**src/image_port_pkg.sv**
```systemverilog
package image_port_pkg;

	// Stream and FIFO geometry
	localparam int DATA_W = 32;
	localparam int FIFO_DEPTH = 32;
	localparam int PTR_W = 5;
	localparam int CNT_W = 6;
	localparam logic [CNT_W-1:0] FIFO_FULL_CNT = 6'h20;

	// Register indices and byte addresses (index times four)
	localparam logic [7:0] IDX_GATING = 8'h84;
	localparam logic [7:0] IDX_ARB = 8'h86;
	localparam logic [7:0] IDX_STATUS = 8'h90;
	localparam logic [7:0] IDX_MASK = 8'h91;
	localparam logic [7:0] IDX_FILL = 8'h92;
	localparam logic [9:0] ADDR_GATING = {IDX_GATING, 2'h0};
	localparam logic [9:0] ADDR_ARB = {IDX_ARB, 2'h0};
	localparam logic [9:0] ADDR_STATUS = {IDX_STATUS, 2'h0};
	localparam logic [9:0] ADDR_MASK = {IDX_MASK, 2'h0};
	localparam logic [9:0] ADDR_FILL = {IDX_FILL, 2'h0};

	// Arbitration register fields
	localparam int ARB_MODE_LO = 6;
	localparam int FLAG0_EXT_POS = 5;
	localparam int FLAG1_EXT_POS = 4;
	localparam int FULL_SEL_LO = 2;
	localparam int EMPTY_SEL_LO = 0;
	localparam logic [7:0] ARB_RST = 8'h00;

	// Gating register fields
	localparam int FLAG0_SEL_LO = 0;
	localparam int FLAG1_SEL_LO = 2;
	localparam logic [3:0] GATING_RST = 4'h0;

	// Status and mask bits
	localparam int ST_W = 3;
	localparam int ST_FULL = 0;
	localparam int ST_EMPTY = 1;
	localparam int ST_UNDER = 2;
	localparam logic [ST_W-1:0] MASK_RST = 3'h0;

	// Flag thresholds in Dwords
	localparam logic [CNT_W-1:0] AE_LVL0 = 6'h10;
	localparam logic [CNT_W-1:0] AE_LVL1 = 6'h08;
	localparam logic [CNT_W-1:0] AE_LVL2 = 6'h04;
	localparam logic [CNT_W-1:0] AF_LVL0 = 6'h10;
	localparam logic [CNT_W-1:0] AF_LVL1 = 6'h18;
	localparam logic [CNT_W-1:0] AF_LVL2 = 6'h1c;
	localparam logic [CNT_W-1:0] AF_LVL3 = 6'h20;

	// Bus transfer type bit that marks an active transfer
	localparam int HTRANS_ACTIVE = 1;

	// Output port modes
	typedef enum logic [1:0] {
		MODE_OFF,
		MODE_VIDEO,
		MODE_TEXT,
		MODE_BOTH
	} arb_mode_t;

	// Arbiter grant states
	typedef enum logic [1:0] {
		GRANT_NONE,
		GRANT_TEXT,
		GRANT_VIDEO
	} grant_t;

endpackage

```
**src/port_fifo_mem.sv**
```systemverilog
`timescale 1ns/10ps
module port_fifo_mem #(
	parameter int DATA_W = 32,
	parameter int DEPTH = 32,
	parameter int ADDR_W = $clog2(DEPTH)
)
(
	// Clock, reset, enable
	input wire logic mclk,
	input wire logic resetn,
	input wire logic ce,
	// Write side
	input wire logic wr_en,
	input wire logic [ADDR_W-1:0] wr_addr,
	input wire logic [DATA_W-1:0] wr_data,
	// Read side
	input wire logic rd_en,
	input wire logic [ADDR_W-1:0] rd_addr,
	output logic [DATA_W-1:0] rd_data
);

	// Storage, no reset needed
	logic [DATA_W-1:0] mem [DEPTH];

	// Write port
	always_ff @(posedge mclk)
	begin
		if (ce && wr_en)
			mem[wr_addr] <= wr_data;
	end

	// Registered read port
	always_ff @(posedge mclk)
	begin
		if (!resetn)
			rd_data <= '0;
		else if (ce && rd_en)
			rd_data <= mem[rd_addr];
	end

endmodule

```
**src/flag_level_compare.sv**
```systemverilog
`timescale 1ns/10ps
module flag_level_compare
	import image_port_pkg::*;
(
	// Clock, reset, enable
	input wire logic mclk,
	input wire logic resetn,
	input wire logic ce,
	// Fill level and threshold codes
	input wire logic [CNT_W-1:0] fill_count,
	input wire logic [1:0] empty_sel,
	input wire logic [1:0] full_sel,
	// Flags
	output logic almost_empty,
	output logic almost_full
);

	// Almost-empty compare, re-evaluated every clock
	always_ff @(posedge mclk)
	begin
		if (!resetn)
			almost_empty <= 1'b1;
		else if (ce)
		begin
			case (empty_sel)
				2'h0: almost_empty <= fill_count < AE_LVL0; // see RULE5
				2'h1: almost_empty <= fill_count < AE_LVL1; // see RULE5
				2'h2: almost_empty <= fill_count < AE_LVL2; // see RULE5
				default: almost_empty <= fill_count == '0; // see RULE10
			endcase
		end
	end

	// Almost-full compare, re-evaluated every clock
	always_ff @(posedge mclk)
	begin
		if (!resetn)
			almost_full <= 1'b0;
		else if (ce)
		begin
			case (full_sel)
				2'h0: almost_full <= fill_count >= AF_LVL0; // see RULE6
				2'h1: almost_full <= fill_count >= AF_LVL1; // see RULE6
				2'h2: almost_full <= fill_count >= AF_LVL2; // see RULE6
				default: almost_full <= fill_count == AF_LVL3; // see RULE10
			endcase
		end
	end
endmodule

```
**src/image_port_fifo_arbiter.sv**
```systemverilog
// The AHB-Lite slave port was left to the implementer.
`timescale 1ns/10ps
//Behaviour
//RULE1 - Mode 00 sends no words on port
//RULE2 - Mode 01 passes video only, never text
//RULE3 - Mode 10 passes text only, no timing codes
//RULE4 - Mode 11 passes both, text wins ties
//RULE5 - Almost-empty below 16, 8, 4, or zero
//RULE6 - Almost-full at 16, 24, 28, or 32
//RULE7 - Upper bit extends flag one gating select
//RULE8 - Upper bit extends flag zero gating select
//RULE9 - Mode and extensions high, thresholds low nibble
//RULE10 - Flags follow fill count each clock
module image_port_fifo_arbiter
	import image_port_pkg::*;
(
	// Clock, reset, enable
	input wire logic mclk,
	input wire logic resetn,
	input wire logic ce,
	// AHB-Lite slave
	input wire logic hsel,
	input wire logic [31:0] haddr,
	input wire logic [1:0] htrans,
	input wire logic hwrite,
	input wire logic [2:0] hsize,
	input wire logic [31:0] hwdata,
	input wire logic hready,
	output logic hreadyout,
	output logic hresp,
	output logic [31:0] hrdata,
	// Video word source
	input wire logic [DATA_W-1:0] video_data,
	input wire logic video_valid,
	output logic video_ready,
	// Text word source
	input wire logic [DATA_W-1:0] text_data,
	input wire logic text_valid,
	output logic text_ready,
	// Image port towards host logic
	input wire logic port_read,
	output logic [DATA_W-1:0] port_data,
	output logic port_valid,
	output logic fifo_almost_empty_flag,
	output logic fifo_almost_full_flag,
	output logic [1:0] flag_out,
	// Interrupt
	output logic irq
);

	// Software registers
	logic [7:0] arb_reg;
	logic [3:0] gating_reg;
	logic [ST_W-1:0] status_reg;
	logic [ST_W-1:0] status_next;
	logic [ST_W-1:0] mask_reg;

	// Bus data phase state
	logic wr_pend_reg;
	logic [9:0] addr_reg;
	logic addr_ok;
	logic rd_take;
	logic [31:0] rd_mux;

	// FIFO bookkeeping
	logic [PTR_W-1:0] wr_ptr_reg;
	logic [PTR_W-1:0] rd_ptr_reg;
	logic [CNT_W-1:0] count_reg;
	logic [CNT_W-1:0] count_next;
	logic wr_en;
	logic rd_en;
	logic [DATA_W-1:0] wr_word;

	// Arbiter state
	grant_t grant_reg;
	grant_t grant_next;
	arb_mode_t mode;

	// Event edge memory
	logic af_d_reg;
	logic ae_d_reg;
	logic [ST_W-1:0] events;

	// Field views of the arbitration register
	assign mode = arb_mode_t'(arb_reg[ARB_MODE_LO +: 2]); // see RULE9

	// Address phase qualifier
	assign addr_ok = hsel && htrans[HTRANS_ACTIVE] && hready;
	assign rd_take = ce && addr_ok && !hwrite;

	// Read data selection; unmapped words read zero
	always_comb
	begin
		rd_mux = '0;
		case (haddr[9:0])
			ADDR_ARB: rd_mux[7:0] = arb_reg; // see RULE9
			ADDR_GATING: rd_mux[3:0] = gating_reg;
			ADDR_STATUS: rd_mux[ST_W-1:0] = status_reg;
			ADDR_MASK: rd_mux[ST_W-1:0] = mask_reg;
			ADDR_FILL: rd_mux[CNT_W-1:0] = count_reg;
			default: rd_mux = '0;
		endcase
	end

	// Capture the address phase for the following data phase
	always_ff @(posedge mclk)
	begin
		if (!resetn)
		begin
			wr_pend_reg <= 1'b0;
			addr_reg <= '0;
		end
		else if (ce)
		begin
			wr_pend_reg <= addr_ok && hwrite;
			if (addr_ok)
				addr_reg <= haddr[9:0];
		end
	end

	// Read data and response, zero wait states
	always_ff @(posedge mclk)
	begin
		if (!resetn)
		begin
			hrdata <= '0;
			hreadyout <= 1'b1;
			hresp <= 1'b0;
		end
		else if (ce)
		begin
			hreadyout <= 1'b1;
			hresp <= 1'b0;
			if (rd_take)
				hrdata <= rd_mux;
		end
	end

	// Arbitration and threshold register
	always_ff @(posedge mclk)
	begin
		if (!resetn)
			arb_reg <= ARB_RST;
		else if (ce && wr_pend_reg && addr_reg == ADDR_ARB)
			arb_reg <= hwdata[7:0]; // see RULE9
	end

	// Gating select register, low two bits of each select
	always_ff @(posedge mclk)
	begin
		if (!resetn)
			gating_reg <= GATING_RST;
		else if (ce && wr_pend_reg && addr_reg == ADDR_GATING)
			gating_reg <= hwdata[3:0];
	end

	// Interrupt mask register
	always_ff @(posedge mclk)
	begin
		if (!resetn)
			mask_reg <= MASK_RST;
		else if (ce && wr_pend_reg && addr_reg == ADDR_MASK)
			mask_reg <= hwdata[ST_W-1:0];
	end

	// Sticky events: flag rises and a read of an empty FIFO
	assign events[ST_FULL] = fifo_almost_full_flag && !af_d_reg;
	assign events[ST_EMPTY] = fifo_almost_empty_flag && !ae_d_reg;
	assign events[ST_UNDER] = port_read && count_reg == '0;

	// Read of status clears it, but a new event wins
	always_comb
	begin
		status_next = status_reg;
		if (rd_take && haddr[9:0] == ADDR_STATUS)
			status_next = '0;
		status_next = status_next | events;
	end

	// Status, edge memory and interrupt line
	always_ff @(posedge mclk)
	begin
		if (!resetn)
		begin
			status_reg <= '0;
			af_d_reg <= 1'b0;
			ae_d_reg <= 1'b1;
			irq <= 1'b0;
		end
		else if (ce)
		begin
			status_reg <= status_next;
			af_d_reg <= fifo_almost_full_flag;
			ae_d_reg <= fifo_almost_empty_flag;
			irq <= |(status_next & mask_reg);
		end
	end

	// Word taken from the granted source
	assign wr_en = (grant_reg == GRANT_TEXT && text_valid) ||
		(grant_reg == GRANT_VIDEO && video_valid);
	assign wr_word = grant_reg == GRANT_TEXT ? text_data : video_data;

	// Port reads only while output is enabled
	assign rd_en = port_read && count_reg != '0 && mode != MODE_OFF;

	// Fill level after this cycle
	assign count_next = count_reg + CNT_W'(wr_en) - CNT_W'(rd_en);

	// Next grant: text first, one source per cycle, room checked
	always_comb
	begin
		grant_next = GRANT_NONE;
		if (count_next < FIFO_FULL_CNT)
		begin
			case (mode)
				MODE_OFF: grant_next = GRANT_NONE; // see RULE1
				MODE_VIDEO: // see RULE2
					if (video_valid)
						grant_next = GRANT_VIDEO;
				MODE_TEXT: // see RULE3
					if (text_valid)
						grant_next = GRANT_TEXT;
				MODE_BOTH: // see RULE4
					if (text_valid)
						grant_next = GRANT_TEXT;
					else if (video_valid)
						grant_next = GRANT_VIDEO;
				default: grant_next = GRANT_NONE;
			endcase
		end
	end

	// Grant state and the ready lines it drives
	always_ff @(posedge mclk)
	begin
		if (!resetn)
		begin
			grant_reg <= GRANT_NONE;
			text_ready <= 1'b0;
			video_ready <= 1'b0;
		end
		else if (ce)
		begin
			grant_reg <= grant_next;
			text_ready <= grant_next == GRANT_TEXT;
			video_ready <= grant_next == GRANT_VIDEO;
		end
	end

	// Pointers and fill level
	always_ff @(posedge mclk)
	begin
		if (!resetn)
		begin
			wr_ptr_reg <= '0;
			rd_ptr_reg <= '0;
			count_reg <= '0;
		end
		else if (ce)
		begin
			if (wr_en)
				wr_ptr_reg <= wr_ptr_reg + 1'b1;
			if (rd_en)
				rd_ptr_reg <= rd_ptr_reg + 1'b1;
			count_reg <= count_next; // see RULE10
		end
	end

	// Port valid follows the read enable by one cycle, alongside the registered read data
	always_ff @(posedge mclk)
	begin
		if (!resetn)
			port_valid <= 1'b0;
		else if (ce)
			port_valid <= rd_en; // see RULE1
	end

	// Port FIFO storage
	port_fifo_mem #(
		.DATA_W(DATA_W),
		.DEPTH(FIFO_DEPTH),
		.ADDR_W(PTR_W)
	) u_mem (
		.mclk(mclk),
		.resetn(resetn),
		.ce(ce),
		.wr_en(wr_en),
		.wr_addr(wr_ptr_reg),
		.wr_data(wr_word),
		.rd_en(rd_en),
		.rd_addr(rd_ptr_reg),
		.rd_data(port_data)
	);

	// Level flags from the fill count
	flag_level_compare u_flags (
		.mclk(mclk),
		.resetn(resetn),
		.ce(ce),
		.fill_count(count_reg),
		.empty_sel(arb_reg[EMPTY_SEL_LO +: 2]),
		.full_sel(arb_reg[FULL_SEL_LO +: 2]),
		.almost_empty(fifo_almost_empty_flag),
		.almost_full(fifo_almost_full_flag)
	);

	// Gated flag outputs, three-bit source select each
	genvar g;
	generate
		for (g = 0; g < 2; g++)
		begin : gen_flag
			logic [2:0] sel;
			logic [7:0] src;
			assign sel[1:0] = g == 0 ?
				gating_reg[FLAG0_SEL_LO +: 2] :
				gating_reg[FLAG1_SEL_LO +: 2];
			// Extension bit from the arbitration register
			assign sel[2] = g == 0 ? arb_reg[FLAG0_EXT_POS] : // see RULE8
				arb_reg[FLAG1_EXT_POS]; // see RULE7
			assign src = {1'b1, 1'b0, grant_reg == GRANT_VIDEO,
				grant_reg == GRANT_TEXT, !fifo_almost_full_flag,
				!fifo_almost_empty_flag, fifo_almost_full_flag,
				fifo_almost_empty_flag};
			always_ff @(posedge mclk)
			begin
				if (!resetn)
					flag_out[g] <= 1'b0;
				else if (ce)
					flag_out[g] <= src[sel];
			end
		end
	endgenerate
endmodule

```
**config.mk**
```make
export PLATFORM = sky130hd
export DESIGN_NAME = image_port_fifo_arbiter
export DESIGN_NICKNAME = d
export VERILOG_FILES = /design/src/image_port_pkg.sv /design/src/port_fifo_mem.sv /design/src/flag_level_compare.sv /design/src/image_port_fifo_arbiter.sv
export SDC_FILE = /design/constraint.sdc
export NUM_CORES = 1
export LEC_CHECK = 0
export BUFFER_PORTS_ARGS = -buffer_cell sky130_fd_sc_hd__buf_4
export CAP_MARGIN = 0
export CORE_MARGIN = 2
export CORE_UTILIZATION = 25
export CTS_CLUSTER_SIZE = 14
export DETAILED_ROUTE_END_ITERATION = 8
export GPL_ROUTABILITY_DRIVEN = 0
export PLACE_DENSITY = 0.35
export SKIP_CTS_REPAIR_TIMING = 1
export SLEW_MARGIN = 15
export SYNTH_ARGS = -nofsm -noshare
export SYNTH_HDL_FRONTEND = slang
export SYNTH_SLANG_ARGS = --single-unit
```
**constraint.sdc**
```tcl
create_clock -name mclk -period 15.6 [get_ports mclk]
set_input_delay 3.12 -clock mclk [delete_from_list [all_inputs] [get_ports mclk]]
set_output_delay 3.12 -clock mclk [all_outputs]
set_load 0.005 [all_outputs]
```
### Word level (Yosys, flattened, before mapping)

Memories as Yosys holds them, arrays and structs flattened. A register that Yosys moved wholly into a read port is not among the register bits.
Cells that the tools add are included.

| cells by class | value |
|---|---|
| reductions and logical operators | 37 |
| multipliers | 0 |
| $add $sub $neg | 4 |
| div/mod/pow operators | 0 |
| mux-type cells | 19 |
| shifts and indexed selects | 0 |
| bitwise logic cells | 2 |
| eq/ne operators | 20 |
| $lt $le $gt $ge | 9 |

Operators with widths:

| operator | number |
|---|---|
| $eq 10x10->1 const B | 8 |
| $mux 32 | 1 |
| $logic_and 1x1->1 | 19 |
| $ge 6x5->1 const B | 3 |
| $pmux 3 s5 | 1 |
| $eq 2x2->1 const B | 6 |
| $add 5x1->5 const B | 2 |
| $eq 2x1->1 const B | 5 |
| $pmux 1 s3 | 3 |
| $lt 3x4->1 const B | 2 |
| $mux 2 | 4 |
| $pmux 2 s4 | 1 |
| $reduce_and 2->1 | 4 |
| $add 6x1->6 | 1 |
| $bmux 1 s3 | 2 |
| $eq 6x6->1 const B | 1 |
| $logic_not 1->1 | 6 |
| $logic_not 2->1 | 3 |
| $logic_not 6->1 | 1 |
| $lt 6x3->1 const B | 1 |
| $lt 6x4->1 const B | 1 |
| $lt 6x5->1 const B | 1 |
| $lt 6x6->1 const B | 1 |
| $reduce_bool 6->1 | 1 |
| 9 further kinds | 13 |

| word-level totals | value |
|---|---|
| word-level logic and storage cells | 113 |
| RAM bits | 1024 |
| memory bits (read-only) | 0 |
| latch bits | 0 |
| input port bits | 142 |
| memories | 1 |
| register bits after elaboration | 65 |

Memory list:

| name | depth | bits a word | rd ports | clocked after Yosys merged registers in | write ports | RTL line | source |
|---|---|---|---|---|---|---|---|
| u_mem.mem | 32 | 32 | 1 | 1 | 1 | port_fifo_mem.sv:23 | `logic [DATA_W-1:0] mem [DEPTH];` |

### Longest topological paths before layout

| depth | value |
|---|---|
| depth after elaboration | 9 |
| depth in mapped cells | 14 |
| depth with buffers taken out | 14 |

### Modules after synthesis

From an unflattened synthesis, not the netlist that was laid out.

| second synthesis, totals | value |
|---|---|
| cells, all modules | 2671 |
| area, all modules | 44575.3 um^2 |

Modules (own cells, without submodules):

| module | cells an instance | area each (um^2) | instances |
|---|---|---|---|
| port_fifo_mem | 2242 | 40760.3 | 1 |
| image_port_fifo_arbiter | 409 | 3653.5 | 1 |
| flag_level_compare | 20 | 161.4 | 1 |

### Worst setup path before layout

No wires, ideal clock.

| timing | value |
|---|---|
| kind | input port to flip-flop |
| start | input ce |
| end | memory u_mem.mem[11][0], enable pin |
| arrival | 7273 ps |
| slack | 7814 ps |
| setup time | 513 ps |
| stages on the path | 4 |
| required time | 15087 ps |
| cells stage by stage | clkinv_1 -> a21oi_2 -> nand2_1 -> nor4b_1 |

| on the way | value |
|---|---|
| longest elaborated chain between the ends | 3 |

RTL lines:

| element | RTL line | source |
|---|---|---|
| start: declaration | image_port_fifo_arbiter.sv:20 | `input wire logic ce,` |
| $logic_and 1x1->1 | port_fifo_mem.sv:28 | `if (ce && wr_en)` |
| $mux 1 | port_fifo_mem.sv:28 |  |
| $mux 1 (not written as such) | port_fifo_mem.sv:29 | `mem[wr_addr] <= wr_data;` |
| end: declaration | port_fifo_mem.sv:23 |  |

Every way passes these cells.

### Worst setup path in the final report

| timing | value |
|---|---|
| start | input ce |
| end | memory u_mem.mem[22][17], enable pin |

Same word-level chain as after synthesis.

==> qor.yml <==
viasPerCell: 4.527
yosysTopAreaCellShare: 0.7010
h-tree-depth: 4
grtUsageTotal: 0.1473
area_growth_pct: 18.81
fin_nets: 2800
rows: 153
grt_pass1_wl_um: 185300
cts_made_buffers: 134
grt.overflow.total: 0
antenna_found_initial: 5
drive_gt1_frac: 0.2223
required_ps: 16010
status: "complete, no violations"
relSlewSlack: 0.1731
die-height_um: 422.9
clock_sinks: 1121
skew_ps: 40.90
clock_path_buffers: 3
finalInstanceArea_um2: 52120
period_share: 0.4015
synth_area_per_cell_um2: 17.99
maxSlewViolCount: 0
ir_drop_uv: 108.9
ant_nets: 0
placed_area_um2: 47770
layout.cells.non_filler: 5076
synth-seq-area-share: 0.7452
power_density_nw_per_um2: 124.0
worst_pin_slew_ps: 1229
ys.flop_type: "edfxtp_1"
setup_viol: 0
grt_pass1_vias: 24180
grt_max_degree: 104
synth_edf_count: 1024
pwr-share-clk: 0.473
setup-tns-final_ps: 0
largest_register_ffs: 1024
routed_wl_um: 132700
wl_met3_um: 4978
num_vias: 22980
drc: 0
post-place-ws_ps: 8502
io_buffers: 139
yosys-top-cells-area: "edfxtp_1 (70%), mux4_2 (6.6%), mux2i_1 (6.3%)"
hpwlAfterDp_um: 74890
critical_path.endpoint_type: "flip-flop"
fmaxAchievable_ghz: 0.1597
power_leakage_nw: 15.69
syn_area_um2: 43870
intPower_mw: 5.113
wl_met2_um: 65280
wl_met1_um: 59340
yosysWarnings: 0
clk_latency_ps: 770
total_power_mw: 6.465
dp_cells: 4827
ys_seq_elements: 1121
pwr-share-comb: 0.018
fin_ws_ps: 9336
cts_tree: "built"
drt-initial-drc-count: 1790
io_pins: 216
start_kind: "primary input"
max_cap_viol_count: 0
p_sw_frac: 0.2091
post_drt_wl_per_cell_um: 26.15
synth_top_cell_by_area: "edfxtp_1"
critPathArrivalTime_ps: 6680
critPathKind: "primary input to flip-flop"
hold_viol_final: 0
start_util: 0.2521
synthArstFlopShare: 0
fp.coreArea_um2: 174000
first_pass_iters: 5
ys_types: 65
hold_class: "flip-flop to flip-flop"
die_w_um: 422.9
switching_power_mw: 1.352
cts.clk_slew.worst_paths_ps: 60
cts_root_buf: "clkbuf_16"
die_area_um2: 178800
postSynthCellCount: 2439
seqPwrFrac: 0.509
period_needed_ps: 6264
rsz0062_at_grt: "false"
crit_fanout: 29
top_layer: "met4"
-- per-stage QoR --
stage | utilization | hold WS, ps
finish | 0.2995 | 454.1
global route | 0.2995 | 482.8
CTS | 0.2995 | 455.4
detailed placement | 0.2745 | 447.8
global placement | 0.2745 | 448.2
floorplan | - | 436.0
-- cell type report --
class | instances | area (µm²)
diodes | 3 | 7.507
clock buffers | 181 | 3714
clock inverters | 65 | 631.9
well taps | 2325 | 2909
multi-input cells | 1165 | 10560
flip-flops and latches | 1121 | 32700
fillers | 16990 | 121900
inverters | 15 | 56.30
repair buffers | 201 | 1534
-- path summary, 6_finish.rpt --
path                                                 start                        endpoint  slack, ps  depth (start not counted)
worst max register to register  rd_ptr_reg[1]$_SDFFE_PN0P_  u_mem.rd_data[21]$_SDFFE_PN0P_      11080                          8
worst max-delay path                                    ce     u_mem.mem[22][17]$_DFFE_PP_       9340                          6
worst min register to register      hrdata[6]$_SDFFE_PN0P_          hrdata[6]$_SDFFE_PN0P_        450                          2
worst min-delay path                hrdata[6]$_SDFFE_PN0P_          hrdata[6]$_SDFFE_PN0P_        450                          2
-- metal layers --
layer  up-vias  GRT usage
li1      10180          -
met1     12180     0.1936
met2       454     0.2480
met3       161    0.02460
met4         0    0.04555
met5         -          0
-- cell families (layout without fill, tap and decap cells) --
family          after synthesis  after routing  synth area share
compound gates              300            300           0.04681
xor+xnor                     11             11          0.002196
fa+ha+maj                    20             20          0.005876
buf+inv                     177            462           0.02248
flops                      1121           1121            0.7452
mux                         437            437            0.1379
other cells                   2             29         0.0001712
simple gates                371            371           0.03933
-- worst max-delay path, stage by stage --
cell and delay, ps:
buf_4 330, clkinv_1 480, a21oi_2 650, nand2_1 600, nor2_4 920, buf_4 480
-- power groups by stage --
stage / logic, mW / registers, mW / clock network [mW]
6_report: 0.120 / 3.29 / 3.06
5_1_grt: 0.133 / 3.29 / 3.27
4_1_cts: 0.122 / 3.29 / 3.15
3_5_place_dp: 0.121 / 3.35 / 0
3_3_place_gp: 0.116 / 3.35 / 0
2_1_floorplan: 0.0632 / 3.35 / 0
-- placed cells by master (no fill, tap or decap), drive strengths merged, types with 5 or more instances in the layout --
master   instances
nand2b           5
ha              19
dfxtp           97
nor2b            8
nand4            8
o21ai           46
a21oi           28
xor2             5
nand3           19
nor3             8
nor4b            5
conb            26
nand2          144
nand3b           9
buf            201
clkbuf         181
a32o            32
xnor2            6
and2             6
clkinv          55
bufinv           7
mux2            33
nor2           109
inv             18
a2bb2oi          5
edfxtp        1024
a211oi          34
o22ai           94
mux2i          274
mux4           130
a22oi           39
nor4            37
-- cell usage after synthesis, drive strengths merged (2+ instances only) --
cell type	number
a22o	3
buf	92
nand3	19
edfxtp	1024
nor4	37
a21oi	28
nor3	8
dfxtp	97
nor2	109
or3	2
nand3b	9
nor4b	5
ha	19
xor2	5
a32o	32
a31oi	2
nand4	8
nor3b	3
mux2	33
conb	2
a22oi	39
nor2b	8
a2bb2oi	5
mux4	130
o31ai	3
or3b	4
mux2i	274
inv	14
a211oi	34
and2	6
o21ai	46
nand2	144
clkbuf	70
o211ai	3
o22ai	94
o2111ai	2
nand2b	5
xnor2	6
No activity file was read; power rests on OpenSTA's default activity.
